File: src/ldc_pkg.sv
package ldc_pkg;
  // Register map; printed address 0x02 is not a multiple of four, so it is an index
  localparam logic [7:0] LEAD_OFF_CONTROL_INDEX = 8'h02;
  localparam logic [31:0] LEAD_OFF_CONTROL_ADDR = 32'h0000_0008;
  localparam logic [31:0] ENGINE_CONFIG_ADDR = 32'h0000_000C;
  localparam logic [31:0] EFFECTIVE_STATE_ADDR = 32'h0000_0010;
  localparam logic [23:0] LEAD_OFF_CONTROL_RESET = 24'h00_0000;
  // Field positions inside lead_off_control
  localparam int ENABLE_BIT = 0;
  localparam int ACSELECT_BIT = 1;
  localparam int DC_LSB = 2;
  localparam int DC_MSB = 4;
  localparam int AC_LSB = 7;
  localparam int AC_MSB = 8;
  localparam int ELEC_LSB = 12;
  localparam int ELEC_MSB = 17;
  localparam int ELEC_COUNT = 6;
  // Electrode order inside the enable vector; bit 0 is the common electrode
  localparam int CE_INDEX = 0;
  // Writable mask of the low part: enables, ac level, dc level, select, enable
  localparam logic [23:0] WRITE_MASK = 24'h03_F19F;
  // Current levels in tenths of a nA rms for ac, nA for dc
  localparam logic [9:0] AC_LEVEL_00 = 10'h07D;
  localparam logic [9:0] AC_LEVEL_01 = 10'h0FA;
  localparam logic [9:0] AC_LEVEL_10 = 10'h1F4;
  localparam logic [9:0] AC_LEVEL_11 = 10'h3E8;
  localparam logic [6:0] DC_STEP_NA = 7'h0A;
  // AHB-Lite encodings
  localparam logic [1:0] HTRANS_NONSEQ = 2'h2;
  localparam logic [1:0] HTRANS_SEQ = 2'h3;
  localparam logic [2:0] HSIZE_WORD = 3'h2;
  typedef enum logic [1:0] {
    LDC_IDLE = 2'b01,
    LDC_DATA = 2'b10
  } ldc_phase_e;
endpackage
File: src/ldc_lead_off_control.sv
module ldc_lead_off_control #(
  parameter int ELECTRODES = 6
) (
  input wire logic clk_sys,
  input wire logic rst,
  input wire logic clkEn,
  input wire logic hsel,
  input wire logic [31:0] haddr,
  input wire logic [1:0] htrans,
  input wire logic hwrite,
  input wire logic [2:0] hsize,
  input wire logic [31:0] hwdata,
  input wire logic hready,
  output logic [31:0] hrdata,
  output logic hreadyout,
  output logic hresp,
  input wire logic calDacEnable,
  output logic dcDetectActive,
  output logic [ELECTRODES-1:0] acElectrodeEnable,
  output logic [9:0] acCurrentTenthsNa,
  output logic [6:0] dcCurrentNa,
  output logic [1:0] ac_test_current_level,
  output logic [2:0] dc_test_current_level
);

  typedef struct packed {
    ldc_pkg::ldc_phase_e phase;
    logic wrPend;
    logic [31:0] addr;
    logic [23:0] lead_off_control;
    logic [31:0] rdata;
    logic dcActive;
    logic [ELECTRODES-1:0] acEn;
    logic [9:0] acNa;
    logic [6:0] dcNa;
  } ldc_state_s;

  ldc_state_s state;
  ldc_state_s next_state;

  logic global_ac_detect_select;
  logic lead_off_detect_enable;
  logic left_arm_ac_enable;
  logic common_electrode_ac_enable;
  logic [ELECTRODES-1:0] elecBits;
  logic [ELECTRODES-1:0] globalMask;
  logic [ELECTRODES-1:0] acRaw;
  logic addrPhase;

  // Field views of the stored register
  assign global_ac_detect_select = state.lead_off_control[ldc_pkg::ACSELECT_BIT];
  assign lead_off_detect_enable = state.lead_off_control[ldc_pkg::ENABLE_BIT];
  assign elecBits = state.lead_off_control[ldc_pkg::ELEC_MSB:ldc_pkg::ELEC_LSB];
  assign left_arm_ac_enable = elecBits[ELECTRODES-1];
  assign common_electrode_ac_enable = elecBits[ldc_pkg::CE_INDEX];
  assign ac_test_current_level = state.lead_off_control[ldc_pkg::AC_MSB:ldc_pkg::AC_LSB];
  assign dc_test_current_level = state.lead_off_control[ldc_pkg::DC_MSB:ldc_pkg::DC_LSB];
  assign addrPhase = hsel && hready && htrans[1];

  // Per-electrode ac enable: global select reaches all but the common electrode
  genvar g;
  generate
    for (g = 0; g < ELECTRODES; g++) begin : gElec
      if (g == ldc_pkg::CE_INDEX) begin : gCe
        assign globalMask[g] = 1'b0;
      end else begin : gOther
        assign globalMask[g] = global_ac_detect_select;
      end
      // OR select with own bit; both count only with lead-off enabled
      assign acRaw[g] = lead_off_detect_enable && (globalMask[g] || elecBits[g]);
    end
  endgenerate

  // Next-state logic: bus slave plus decoded detection controls
  always_comb begin
    next_state = state;
    if (state.phase == ldc_pkg::LDC_DATA && state.wrPend) begin
      if (state.addr == ldc_pkg::LEAD_OFF_CONTROL_ADDR) begin
        next_state.lead_off_control = hwdata[23:0] & ldc_pkg::WRITE_MASK;
      end
    end
    next_state.wrPend = 1'b0;
    next_state.phase = ldc_pkg::LDC_IDLE;
    if (addrPhase) begin
      next_state.phase = ldc_pkg::LDC_DATA;
      next_state.wrPend = hwrite;
      next_state.addr = haddr;
      // Control register reads return zero above bit 23 and in reserved bits
      if (haddr == ldc_pkg::LEAD_OFF_CONTROL_ADDR) begin
        next_state.rdata = {8'h00, next_state.lead_off_control};
      end else if (haddr == ldc_pkg::EFFECTIVE_STATE_ADDR) begin
        // Effective state: ac enables, dc active, ac level, dc level, zero above
        next_state.rdata = {7'h00, state.dcNa, state.acNa, 1'b0, state.dcActive,
                            6'(state.acEn)};
      end else begin
        next_state.rdata = 32'h0000_0000;
      end
    end
    // DC detection only when enabled and select clear
    next_state.dcActive = lead_off_detect_enable && !global_ac_detect_select;
    next_state.acEn = calDacEnable ? '0 : acRaw;
    // AC level decode
    case (ac_test_current_level)
      2'h0: next_state.acNa = ldc_pkg::AC_LEVEL_00;
      2'h1: next_state.acNa = ldc_pkg::AC_LEVEL_01;
      2'h2: next_state.acNa = ldc_pkg::AC_LEVEL_10;
      default: next_state.acNa = ldc_pkg::AC_LEVEL_11;
    endcase
    // DC level linear in steps; zero when not applied
    if (next_state.dcActive) begin
      next_state.dcNa = 7'(dc_test_current_level * ldc_pkg::DC_STEP_NA);
    end else begin
      next_state.dcNa = 7'h00;
    end
  end

  // State register with synchronous reset and clock enable
  always_ff @(posedge clk_sys) begin
    if (rst) begin
      state.phase <= ldc_pkg::LDC_IDLE;
      state.wrPend <= 1'b0;
      state.addr <= 32'h0000_0000;
      state.lead_off_control <= ldc_pkg::LEAD_OFF_CONTROL_RESET;
      state.rdata <= 32'h0000_0000;
      state.dcActive <= 1'b0;
      state.acEn <= '0;
      state.acNa <= ldc_pkg::AC_LEVEL_00;
      state.dcNa <= 7'h00;
    end else if (clkEn) begin
      state <= next_state;
    end
  end

  // Outputs
  assign hrdata = state.rdata;
  assign hreadyout = 1'b1;
  assign hresp = 1'b0;
  assign dcDetectActive = state.dcActive;
  assign acElectrodeEnable = state.acEn;
  assign acCurrentTenthsNa = state.acNa;
  assign dcCurrentNa = state.dcNa;

  // Checks on the dc and ac detection modes
  a_dc_when_select: assert property (@(posedge clk_sys) disable iff (rst)
    clkEn && lead_off_detect_enable && global_ac_detect_select |=> !dcDetectActive)
    else $error("dc active with global ac select");

  a_dc_on_enabled: assert property (@(posedge clk_sys) disable iff (rst)
    clkEn && lead_off_detect_enable && !global_ac_detect_select |=> dcDetectActive)
    else $error("dc not active when expected");

  a_off_no_detect: assert property (@(posedge clk_sys) disable iff (rst)
    clkEn && !lead_off_detect_enable |=> !dcDetectActive && acElectrodeEnable == '0)
    else $error("detection while disabled");

  a_off_dc_zero: assert property (@(posedge clk_sys) disable iff (rst)
    clkEn && !lead_off_detect_enable |=> dcCurrentNa == 7'h00)
    else $error("dc current while disabled");

  a_sel_ignored: assert property (@(posedge clk_sys) disable iff (rst)
    clkEn && !lead_off_detect_enable && global_ac_detect_select |=> acElectrodeEnable == '0)
    else $error("global select acted while disabled");

  a_cal_kills_ac: assert property (@(posedge clk_sys) disable iff (rst)
    clkEn && calDacEnable |=> acElectrodeEnable == '0)
    else $error("ac enabled with calibration on");

  a_ce_not_global: assert property (@(posedge clk_sys) disable iff (rst)
    clkEn && !common_electrode_ac_enable |=> !acElectrodeEnable[ldc_pkg::CE_INDEX])
    else $error("CE ac enabled by global select");

  a_global_all: assert property (@(posedge clk_sys) disable iff (rst)
    clkEn && lead_off_detect_enable && global_ac_detect_select && !calDacEnable
    |=> &acElectrodeEnable[ELECTRODES-1:1])
    else $error("global select missed an electrode");

  a_ac_or_rule: assert property (@(posedge clk_sys) disable iff (rst)
    clkEn && lead_off_detect_enable && !calDacEnable && left_arm_ac_enable
    |=> acElectrodeEnable[ELECTRODES-1])
    else $error("individual ac enable lost");

  a_ce_own_bit: assert property (@(posedge clk_sys) disable iff (rst)
    clkEn && lead_off_detect_enable && !calDacEnable && common_electrode_ac_enable
    |=> acElectrodeEnable[ldc_pkg::CE_INDEX])
    else $error("common electrode own enable lost");

  // With lead-off enabled and calibration off, per-electrode ac enable follows the OR of own bit and global select, which skips the common electrode
  genvar e;
  generate
    for (e = 0; e < ELECTRODES; e++) begin : gElecChk
      a_elec_own: assert property (@(posedge clk_sys) disable iff (rst)
        clkEn && lead_off_detect_enable && !calDacEnable && elecBits[e]
        |=> acElectrodeEnable[e])
        else $error("electrode own ac enable lost");
      a_elec_idle: assert property (@(posedge clk_sys) disable iff (rst)
        clkEn && !elecBits[e] && !(global_ac_detect_select && e != ldc_pkg::CE_INDEX)
        |=> !acElectrodeEnable[e])
        else $error("electrode ac enabled without cause");
    end
  endgenerate

  // Current level decodes
  a_dc_zero_in_ac: assert property (@(posedge clk_sys) disable iff (rst)
    clkEn && global_ac_detect_select |=> dcCurrentNa == 7'h00)
    else $error("dc current applied with ac select");

  a_dc_level: assert property (@(posedge clk_sys) disable iff (rst)
    clkEn && lead_off_detect_enable && !global_ac_detect_select && dc_test_current_level == 3'h7
    |=> dcCurrentNa == 7'h46)
    else $error("dc level decode wrong");

  // One dc level check per code, one step apart
  genvar dcCode;
  generate
    for (dcCode = 0; dcCode < (1 << (ldc_pkg::DC_MSB - ldc_pkg::DC_LSB + 1)); dcCode++)
    begin : gDcCode
      a_dc_code: assert property (@(posedge clk_sys) disable iff (rst)
        clkEn && lead_off_detect_enable && !global_ac_detect_select
        && dc_test_current_level == 3'(dcCode)
        |=> dcCurrentNa == 7'(dcCode) * ldc_pkg::DC_STEP_NA)
        else $error("dc step decode wrong");
    end
  endgenerate

  a_ac_level: assert property (@(posedge clk_sys) disable iff (rst)
    clkEn && ac_test_current_level == 2'h3 |=> acCurrentTenthsNa == ldc_pkg::AC_LEVEL_11)
    else $error("ac level decode wrong");

  a_ac_level_00: assert property (@(posedge clk_sys) disable iff (rst)
    clkEn && ac_test_current_level == 2'h0 |=> acCurrentTenthsNa == ldc_pkg::AC_LEVEL_00)
    else $error("ac lowest level decode wrong");

  a_ac_level_01: assert property (@(posedge clk_sys) disable iff (rst)
    clkEn && ac_test_current_level == 2'h1 |=> acCurrentTenthsNa == ldc_pkg::AC_LEVEL_01)
    else $error("ac second level decode wrong");

  a_ac_level_10: assert property (@(posedge clk_sys) disable iff (rst)
    clkEn && ac_test_current_level == 2'h2 |=> acCurrentTenthsNa == ldc_pkg::AC_LEVEL_10)
    else $error("ac third level decode wrong");

  // Reset values
  a_reset_zero: assert property (@(posedge clk_sys)
    rst |=> state.lead_off_control == ldc_pkg::LEAD_OFF_CONTROL_RESET)
    else $error("register not zero after reset");

  a_reset_outputs: assert property (@(posedge clk_sys)
    rst |=> acElectrodeEnable == '0 && !dcDetectActive && dcCurrentNa == 7'h00)
    else $error("detection outputs not idle after reset");

  a_reset_ac_level: assert property (@(posedge clk_sys)
    rst |=> acCurrentTenthsNa == ldc_pkg::AC_LEVEL_00)
    else $error("ac level not lowest after reset");

  // Register bus: writes land, reads return what the register holds
  a_reserved_zero: assert property (@(posedge clk_sys) disable iff (rst)
    (state.lead_off_control & ~ldc_pkg::WRITE_MASK) == 24'h00_0000)
    else $error("reserved bits set");

  a_write_lands: assert property (@(posedge clk_sys) disable iff (rst)
    clkEn && state.phase == ldc_pkg::LDC_DATA && state.wrPend
    && state.addr == ldc_pkg::LEAD_OFF_CONTROL_ADDR
    |=> state.lead_off_control == ($past(hwdata[23:0]) & ldc_pkg::WRITE_MASK))
    else $error("register write lost");

  a_unmapped_write: assert property (@(posedge clk_sys) disable iff (rst)
    clkEn && state.phase == ldc_pkg::LDC_DATA && state.wrPend
    && state.addr != ldc_pkg::LEAD_OFF_CONTROL_ADDR |=> $stable(state.lead_off_control))
    else $error("unmapped write changed the register");

  a_read_reg: assert property (@(posedge clk_sys) disable iff (rst)
    clkEn && addrPhase && !hwrite && haddr == ldc_pkg::LEAD_OFF_CONTROL_ADDR
    && !(state.phase == ldc_pkg::LDC_DATA && state.wrPend)
    |=> hrdata == {8'h00, $past(state.lead_off_control)})
    else $error("register read wrong");

  a_read_upper_zero: assert property (@(posedge clk_sys) disable iff (rst)
    state.phase == ldc_pkg::LDC_DATA && state.addr == ldc_pkg::LEAD_OFF_CONTROL_ADDR
    |-> hrdata[31:24] == 8'h00)
    else $error("upper read bits not zero");

  a_read_unmapped: assert property (@(posedge clk_sys) disable iff (rst)
    clkEn && addrPhase && haddr == ldc_pkg::ENGINE_CONFIG_ADDR |=> hrdata == 32'h0000_0000)
    else $error("unmapped read not zero");

  a_eff_dc_read: assert property (@(posedge clk_sys) disable iff (rst)
    clkEn && addrPhase && haddr == ldc_pkg::EFFECTIVE_STATE_ADDR
    |=> hrdata[6] == $past(dcDetectActive))
    else $error("state word dc flag wrong");

  a_eff_ac_read: assert property (@(posedge clk_sys) disable iff (rst)
    clkEn && addrPhase && haddr == ldc_pkg::EFFECTIVE_STATE_ADDR
    |=> hrdata[5:0] == 6'($past(acElectrodeEnable)))
    else $error("state word ac enables wrong");

  a_eff_upper_zero: assert property (@(posedge clk_sys) disable iff (rst)
    clkEn && addrPhase && haddr == ldc_pkg::EFFECTIVE_STATE_ADDR
    |=> hrdata[31:25] == 7'h00 && !hrdata[7])
    else $error("state word spare bits set");

  // Read data stands and state holds while nothing moves it
  a_rdata_stands: assert property (@(posedge clk_sys) disable iff (rst)
    clkEn && !addrPhase |=> $stable(hrdata))
    else $error("read data moved without a request");

  a_frozen_state: assert property (@(posedge clk_sys) disable iff (rst)
    !clkEn |=> $stable(state))
    else $error("state moved with clock enable low");

  // Main scenarios
  c_global_ac: cover property (@(posedge clk_sys)
    lead_off_detect_enable && global_ac_detect_select);
  c_dc_mode: cover property (@(posedge clk_sys) dcDetectActive && dcCurrentNa != 7'h00);
  c_cal_override: cover property (@(posedge clk_sys) calDacEnable && |acRaw);
  c_ce_individual: cover property (@(posedge clk_sys)
    acElectrodeEnable[ldc_pkg::CE_INDEX] && !global_ac_detect_select);
  c_reg_write: cover property (@(posedge clk_sys)
    state.phase == ldc_pkg::LDC_DATA && state.wrPend);
endmodule

File: config.mk
export PLATFORM = sky130hd
export DESIGN_NAME = ldc_lead_off_control
export DESIGN_NICKNAME = d
export VERILOG_FILES = /design/src/ldc_pkg.sv /design/src/ldc_lead_off_control.sv
export SDC_FILE = /design/constraint.sdc
export NUM_CORES = 1
export LEC_CHECK = 0
export ABC_CLOCK_PERIOD_IN_PS = 1800
export BUFFER_PORTS_ARGS = -buffer_cell sky130_fd_sc_hd__buf_4
export CAP_MARGIN = 20
export CORE_UTILIZATION = 30
export DETAILED_ROUTE_END_ITERATION = 7
export SETUP_SLACK_MARGIN = 0.1
export SYNTH_ARGS = -nofsm -noshare
export SYNTH_HDL_FRONTEND = slang
export SYNTH_SLANG_ARGS = --single-unit
File: constraint.sdc
create_clock -name clk_sys -period 1.8 [get_ports clk_sys]
set_clock_uncertainty 0.15 [all_clocks]
set_input_delay 0.09 -clock clk_sys [delete_from_list [all_inputs] [get_ports clk_sys]]
set_output_delay 0.09 -clock clk_sys [all_outputs]
set_load 0.02 [all_outputs]
# After elaboration in Yosys (flattened, before gate mapping)
# Index checks and enable logic that the tools add are counted.
# op_classes
n_eq_ne	6
muxes	8
multipliers	1
reduce_logical	18
# ops
cell	count
32-bit by 4-bit equality test with 1-bit output, second input constant	2
25-bit two-way mux	2
24-bit two-way mux	2
35-bit two-way mux	1
32-bit by 5-bit equality test with 1-bit output, second input constant	1
10-bit one-hot mux with 3 select lines	1
1-bit logical AND	10
7-bit two-way mux	1
3-bit by 3-bit multiplier with 6-bit output, second input constant	1
6-bit two-way mux	1
1-bit logical OR	5
2-bit equality test, second input constant	2
2-bit by 1-bit equality test with 1-bit output, second input constant	1
2-bit logical NOT	1
2-bit AND reduction	1
1-bit logical NOT	1
# word_totals
word_cells	42
in_bits	76
ff_bits	115
out_inout_bits	63

# Logic depth before layout (Yosys ltp)
# Gate-level depths: netlist of the first run.
# depth
ltp_word	4
ltp_mapped	7

# Least setup slack after synthesis of the first run
# No wires, ideal clock.
# synth_path
kind	reg2reg
from	reg state[106] (netlist bit)
to	reg state, in the netlist ac_test_current_level[0]
setup_ps	128
period_less_slack_ps	1907
setup_slack_ps	-107
t_arrival_ps	1630
path_buffers	1
stages_incl_launch_ff	7
path_cell_list	dfxtp_1 -> nor4_2 -> nand4_2 -> nor4_4 -> buf_6 -> mux2i_1 -> nor2_1
# synth_via
elab_chain_len	3
# synth_rtl
element	line	text
start: declaration	ldc_lead_off_control.sv:38	ldc_state_s state;
start signal: assignment	ldc_lead_off_control.sv:130	state <= next_state;
32-bit by 4-bit equality test with 1-bit output	ldc_lead_off_control.sv:78	if (state.addr == ldc_pkg::LEAD_OFF_CONTROL_ADDR) begin
24-bit two-way mux	ldc_lead_off_control.sv:78	
24-bit two-way mux	ldc_lead_off_control.sv:77	if (state.phase == ldc_pkg::LDC_DATA && state.wrPend) begin
# No other way between the ends.
# A chain may end at the register's enable or synchronous reset.

# Final worst setup path of the first run
# layout_path
from	reg state[113] (netlist bit)
to	reg state, in the netlist ac_test_current_level[1]
# layout_via
elab_chain_len	3
# layout_rtl
element	line
2-bit equality test	ldc_lead_off_control.sv:77
1-bit logical AND	ldc_lead_off_control.sv:77
24-bit two-way mux	ldc_lead_off_control.sv:77
# No other way between the ends.

==> results.tsv, run 1 <==
metric	value	unit
outcome	finished with violations	
violations	negative setup slack	
grtUsageTotal	16.0	%
path_max_fanout	7	
synth_edf_count	0	
hp-class	in -> reg	
overflow	0	
fmax	506	MHz
yosysSeqAreaShare	43.8	%
antenna_found_initial	0	
pwr-share-comb	10.3	%
cts_made_buffers	9	
totalWireLength	13.0	mm
h-tree-depth	3	
rows	45	
synthTopCellsByArea	dfxtp_1 44%, buf_4 9.7%, nand2_1 7.3%, a21oi_1 6.1%, mux2i_1 5.6%	
globalplace.congestion	0.804	
intPower	3.70	mW
grt_max_degree	58	
start_kind	flop	
async_flop_share	0	%
setup_viol	48	
netlist_area	4800	um2
area_growth	37.1	%
crit_type	reg -> reg	
vdd_drop_max	0.485	mV
multi_input_area	2240	um2
swShare	24.0	%
p_seq_share	48.8	%
drive_above_1_share	29.3	%
ant_nets	0	
via_per_inst	4.65	
finalCriticalPeriod	1.97	ns
power_density	741	nW/um2
design_area	6590	um2
r2r_slack	-0.17	ns
avgSynthCellArea	8.55	um2
stdcell_count	887	
drv_cap	0	
yosysTopAreaCell	dfxtp_1	
fin_tns_setup	-4.35	ns
drt_iter0_markers	197	
critPathCapture	ac_test_current_level[1]	
placed_area	5590	um2
tightestPinTransition	0.502	ns
clkSlewWorstSetupHoldPaths	0.07	ns
synth_ff_type	dfxtp_1	
cts_tree	built	
clk_latency	0.34	ns
dp_cells	818	
power_frac_clock	40.9	%
synth_seq_cells	105	
clockBufferDepth	2	
portBuffers	103	
syn_inst	562	
nets	750	
period_share	110	%
synthDistinctLibCells	42	
r2r_cells	7	
end_kind	flop	
leakage	2.49	nW
cts.sinks	105	
dr.pass1.iters	5	
initial_utilization	31.1	%
synth_top_area_share	43.8	%
grt_pass1_vias	4043	
seq_area	2110	um2
synth.yosys.warnings	0	
die_x	129	um
grt_pass1_wl	20.5	mm
die-area	16500	um2
crit_start	state[113]	
p_sw	1.17	mW
die_h	129	um
setup_slack	-0.174	ns
n_antenna_cell	0	
cts-root-buf	clkbuf_16	
required	1.88	ns
postLayoutCoreUtil	42.7	%
max_slew_margin	66.5	%
dpl.hpwl	8.75	mm
grt_setup_unrepaired	yes	
final-hold-violation-count	0	
num_vias	4122	
r2r_start	state[113]	
nFillCells	1528	
critPathArrivalTime	2.05	ns
drcViolationCount	0	
wl_per_cell	14.7	um
finalMaxSlewViolations	0	
core	15400	um2
timing.rr.end	ac_test_current_level[1]	
io-pin-count	139	
[state kept, by name, indices dropped and copies added (netlist names)]
register                    flops
lead_off_detect_enable          1
elecBits                        5
acElectrodeEnable               6
acCurrentTenthsNa               8
common_electrode_ac_enable      1
globalMask                      1
dc_test_current_level           3
state                          46
dcCurrentNa                     6
ac_test_current_level           2
hrdata                         25
dcDetectActive                  1
[critical path, cell delays in order, from the launching register on]
cell and delay (ns):
dfxtp_4 0.36, nor4_4 0.34, nand4_4 0.18, nor4_4 0.26
buf_6 0.17, buf_12 0.14, mux2i_1 0.20, nor2_1 0.06
[power by group through the flow]
stage | logic, mW | registers [mW] | clock network (mW)
finish | 0.501 | 2.38 | 1.99
global route | 0.541 | 2.38 | 2.12
CTS | 0.487 | 2.38 | 2.03
detailed placement | 0.400 | 2.43 | 0
global placement | 0.395 | 2.43 | 0
floorplan | 0.232 | 2.43 | 0
[layer usage]
metal	vias up	global-route usage (%)	share of wire [%]
li1	2047	-	-
met2	115	28.9	51
met5	-	0	0
met1	1948	18.8	43
met4	0	4.29	1.0
met3	12	3.78	5.5
[area by class of cell]
class	instances	share of cell area, %
clock buffers	9	3.42
clock inverters	7	1.20
inverters	3	0.171
multi-input cells	367	34.0
flip-flops and latches	105	32.0
well taps	211	4.01
repair buffers	185	25.2
[repair_timing]
item,4_1_cts,5_1_grt
hold buffers,48,0
pin swaps,4,10
buffers inserted,2,2
hold endpoints to repair,65,0
gates resized for setup,18,18
gates cloned,0,1
setup endpoints to repair,48,49
[stage by stage]
| stage | setup WS (ns) | power [mW] | hold slack, ns |
|---|---|---|---|
| after floorplan | -0.0750 | 2.66 | 0.0760 |
| after global placement | -0.234 | 2.83 | 0.188 |
| after detailed placement | -0.259 | 2.83 | 0.195 |
| after CTS | -0.134 | 4.90 | 0.121 |
| after global routing | -0.257 | 5.04 | 0.156 |
| final | -0.174 | 4.88 | 0.141 |
[worst min-delay path by stage]
| stage | startpoint | to | cells past startpoint |
|---|---|---|---|
| after detailed placement | hwdata[2] | dc_test_current_level[0] | 3 |
| final | clkEn | acCurrentTenthsNa[0] | 3 |
| after global routing | clkEn | dcCurrentNa[4] | 4 |
| after floorplan | haddr[3] | state[83] | 2 |
| after global placement | hwdata[2] | dc_test_current_level[0] | 3 |
| after CTS | clkEn | acCurrentTenthsNa[0] | 3 |
[cell families (layout without fill, tap and decap cells)]
kind of cell | after synthesis | count (layout) | share of synthesized area (%)
other | 2 | 12 | 0.156
AOI/OAI and AO/OA | 108 | 108 | 14.1
and+or+nand+nor | 217 | 217 | 22.3
muxes | 27 | 27 | 5.63
buffers and inverters | 100 | 204 | 13.2
adders and majority gates | 3 | 3 | 0.782
DFF | 105 | 105 | 43.8
[synth_stat cells (all sizes together), types with 2 or more instances]
library cell and instances:
a21o 10, buf 73, nor3 2, nand2b 3
o2bb2ai 10, and2 11, inv 2, o21ai 13
nor4 15, a22oi 2, a21oi 59, nand2 95
a211oi 10, nand4 6, nor4b 2, dfxtp 105
conb 2, clkbuf 24, nor2 60, mux2i 27
ha 3, nand3 19
[placed cells by master (no fill, tap or decap), types with 2 or more instances in the layout]
cell type	instances
nor2_1	59
o21ai_1	2
a22oi_1	2
dfxtp_2	2
clkbuf_16	10
a21oi_1	59
nor4_2	5
o2bb2ai_1	10
nand2b_1	3
a21o_1	10
conb_1	12
buf_6	5
o21ai_0	11
buf_12	9
mux2i_1	27
inv_1	2
a211oi_2	7
clkinv_4	2
nand3_2	8
clkinvlp_4	2
nor4b_4	2
nor4_1	4
nand4_1	5
nand2_1	94
nor4_4	6
nand3_1	11
a211oi_1	3
dfxtp_1	102
ha_1	3
and2_4	8
buf_4	122
and2_1	3
dlygate4sd3_1	48
No activity file was read; power rests on OpenSTA's default activity.
==> run 2, diff against run 1 <==
--- a/config.mk
+++ b/config.mk
@@ -10,7 +10,6 @@
 export CAP_MARGIN = 20
 export CORE_UTILIZATION = 30
 export DETAILED_ROUTE_END_ITERATION = 7
-export SETUP_SLACK_MARGIN = 0.1
 export SYNTH_ARGS = -nofsm -noshare
 export SYNTH_HDL_FRONTEND = slang
 export SYNTH_SLANG_ARGS = --single-unit
==> results.tsv, run 2 (synthesis gave the netlist of run 1 again) <==
metric	value	unit	change
whs_endpoint	acElectrodeEnable[4]		
portBuffers	103		unchanged
io-pin-count	139		unchanged
hp-class	in -> reg		
drt_iter0_markers	269		+37%
busiest_layer	met2		
clockBufferDepth	2		unchanged
wl_per_cell	15.0	um	+2.5%
n_antenna_cell	0		unchanged
slowest_stage	dfxtp_2		
worst-path-buf-inv	2		unchanged
grt_pass1_vias	4174		+3.2%
grt_setup_unrepaired	yes		
grtUsageTotal	16.3	%	+0.30 points
hp-start	clkEn		
antenna_found_initial	0		unchanged
grtUsageMet3	3.83	%	+0.042 points
r2r_slack	-0.16	ns	+0.02 ns
use_met2	29.3	%	+0.38 points
grt_max_degree	75		+29%
pwr-share-comb	10.5	%	+0.2 points
required	1.90	ns	+0.02 ns
critPathArrivalTime	2.06	ns	about the same
core	15400	um2	unchanged
crit_type	reg -> reg		
postLayoutCoreUtil	43.2	%	+0.49 points
setup_viol	48		unchanged
fmax	511	MHz	+0.90%
hold_path_depth	5		+2
period_share	109	%	-0.98 points
h-tree-depth	3		unchanged
cts_made_buffers	9		unchanged
via_per_inst	4.66		+0.32%
overflow	0		unchanged
largest_reg_flops	46		unchanged
crit_family	simple AND/OR/NAND/NOR gates		
grt_pass1_wl	21.0	mm	+2.3%
crit_path_max_incr_delay	0.34	ns	-0.02 ns
die_h	129	um	unchanged
fin_tns_setup	-5.24	ns	-0.896 ns
finalCriticalPeriod	1.96	ns	-0.0177 ns
p_sw	1.21	mW	+3.5%
dp_slack	-0.239	ns	+0.0200 ns
path_max_fanout	6		-1
dpl.hpwl	8.86	mm	+1.3%
drive_above_1_share	28.5	%	-0.82 points
final_cell_mix	120 x buf_4, 100 x dfxtp_1, 94 x nand2_1		
drcViolationCount	0		unchanged
setup_slack	-0.157	ns	+0.0177 ns
r2r_start	state[94]		
final-hold-violation-count	0		unchanged
cts-root-buf	clkbuf_16		
dr.pass1.iters	4		-1
cts.sinks	105		unchanged
rows	45		unchanged
vdd_drop_max	0.446	mV	-7.9%
num_vias	4177		+1.3%
power_density	720	nW/um2	-2.8%
die-area	16500	um2	unchanged
met1_usage	18.9	%	+0.11 points
clkSlewWorstSetupHoldPaths	0.08	ns	about the same
drv_cap	0		unchanged
die_x	129	um	unchanged
totalWireLength	13.5	mm	+3.6%
power_frac_clock	39.8	%	-1.1 points
final_common_cell	buf_4		
area_growth	38.7	%	
start_kind	flop		
clk_latency	0.35	ns	about the same
p_seq_share	49.7	%	+0.9 points
swShare	25.3	%	+1.3 points
nets	759		+1.2%
violations	negative setup slack		
finalMaxSlewViolations	0		unchanged
crit_chain	nor4_4 -> nand3_2 -> buf_6 -> nor3_4 -> clkbuf_16 -> mux2i_1 -> o2bb2ai_1		
leakage	2.55	nW	+2.6%
cts_tree	built		
finalPower	4.80	mW	-1.7%
timing.rr.end	hrdata[17]		
outcome	finished with violations		
ant_nets	0		unchanged
initial_utilization	31.1	%	unchanged
r2r_cells	7		unchanged
intPower	3.58	mW	-3.3%
end_kind	flop		
globalplace.congestion	0.825		+2.6%
top_register	state		
run 2: metal layers:
metal / wire (um) / share of wire (%) / vias up
met2: 6680 / 50 / 120
met4: 228 / 1.7 / 0
met3: 754 / 5.6 / 12
met1: 5810 / 43 / 1979
met5: 0 / 0 / -
li1: - / - / 2066
run 2: final cells by class:
class                      instances  area, um2
fill                            1537       8770
tap                              211        264
clock buffer                       9        225
timing repair buffer             193       1760
multi-input combinational        368       2230
sequential                       105       2110
clock inverter                     7       60.1
inverter                           3       11.3
run 2: timing repair:
action / in CTS / in global routing
resized for setup: 13 / 21
buffers inserted: 2 / 2
hold endpoints to repair: 62 / 0
pin swaps: 3 / 21
hold buffers: 57 / 0
cloned: 0 / 3
setup endpoints to repair: 48 / 48
run 2: power groups by stage:
stage / registers, mW / clock network, mW / logic (mW)
after global routing: 2.39 / 2.02 / 0.548
after detailed placement: 2.43 / 0 / 0.398
after floorplan: 2.43 / 0 / 0.232
final: 2.38 / 1.91 / 0.506
after global placement: 2.43 / 0 / 0.392
after CTS: 2.38 / 1.93 / 0.488
run 2: how the worst max path moves through the flow:
| stage | from | slack, ns | depth (start not counted) | endpoint |
|---|---|---|---|---|
| after floorplan | state[97] | -0.07 | 6 | ac_test_current_level[0] |
| after global placement | state[84] | -0.21 | 6 | dc_test_current_level[2] |
| after detailed placement | state[84] | -0.24 | 6 | elecBits[2] |
| after CTS | state[106] | -0.12 | 6 | hrdata[5] |
| after global routing | state[84] | -0.24 | 8 | elecBits[4] |
| final | state[94] | -0.16 | 7 | hrdata[17] |
run 2: worst min-delay path: stages:
cell and delay (ns):
buf_4 0.14, nand2_1 0.06, nor2_1 0.09, o21ai_0 0.09, a21oi_1 0.06
run 2: metrics by stage:
stage	area (um2)	hold WS [ns]	cells
finish	6660	0.0868	896
global placement	5580	0.186	817
CTS	6500	0.0905	892
floorplan	4840	0.0760	572
detailed placement	5580	0.196	817
global route	6660	0.107	896
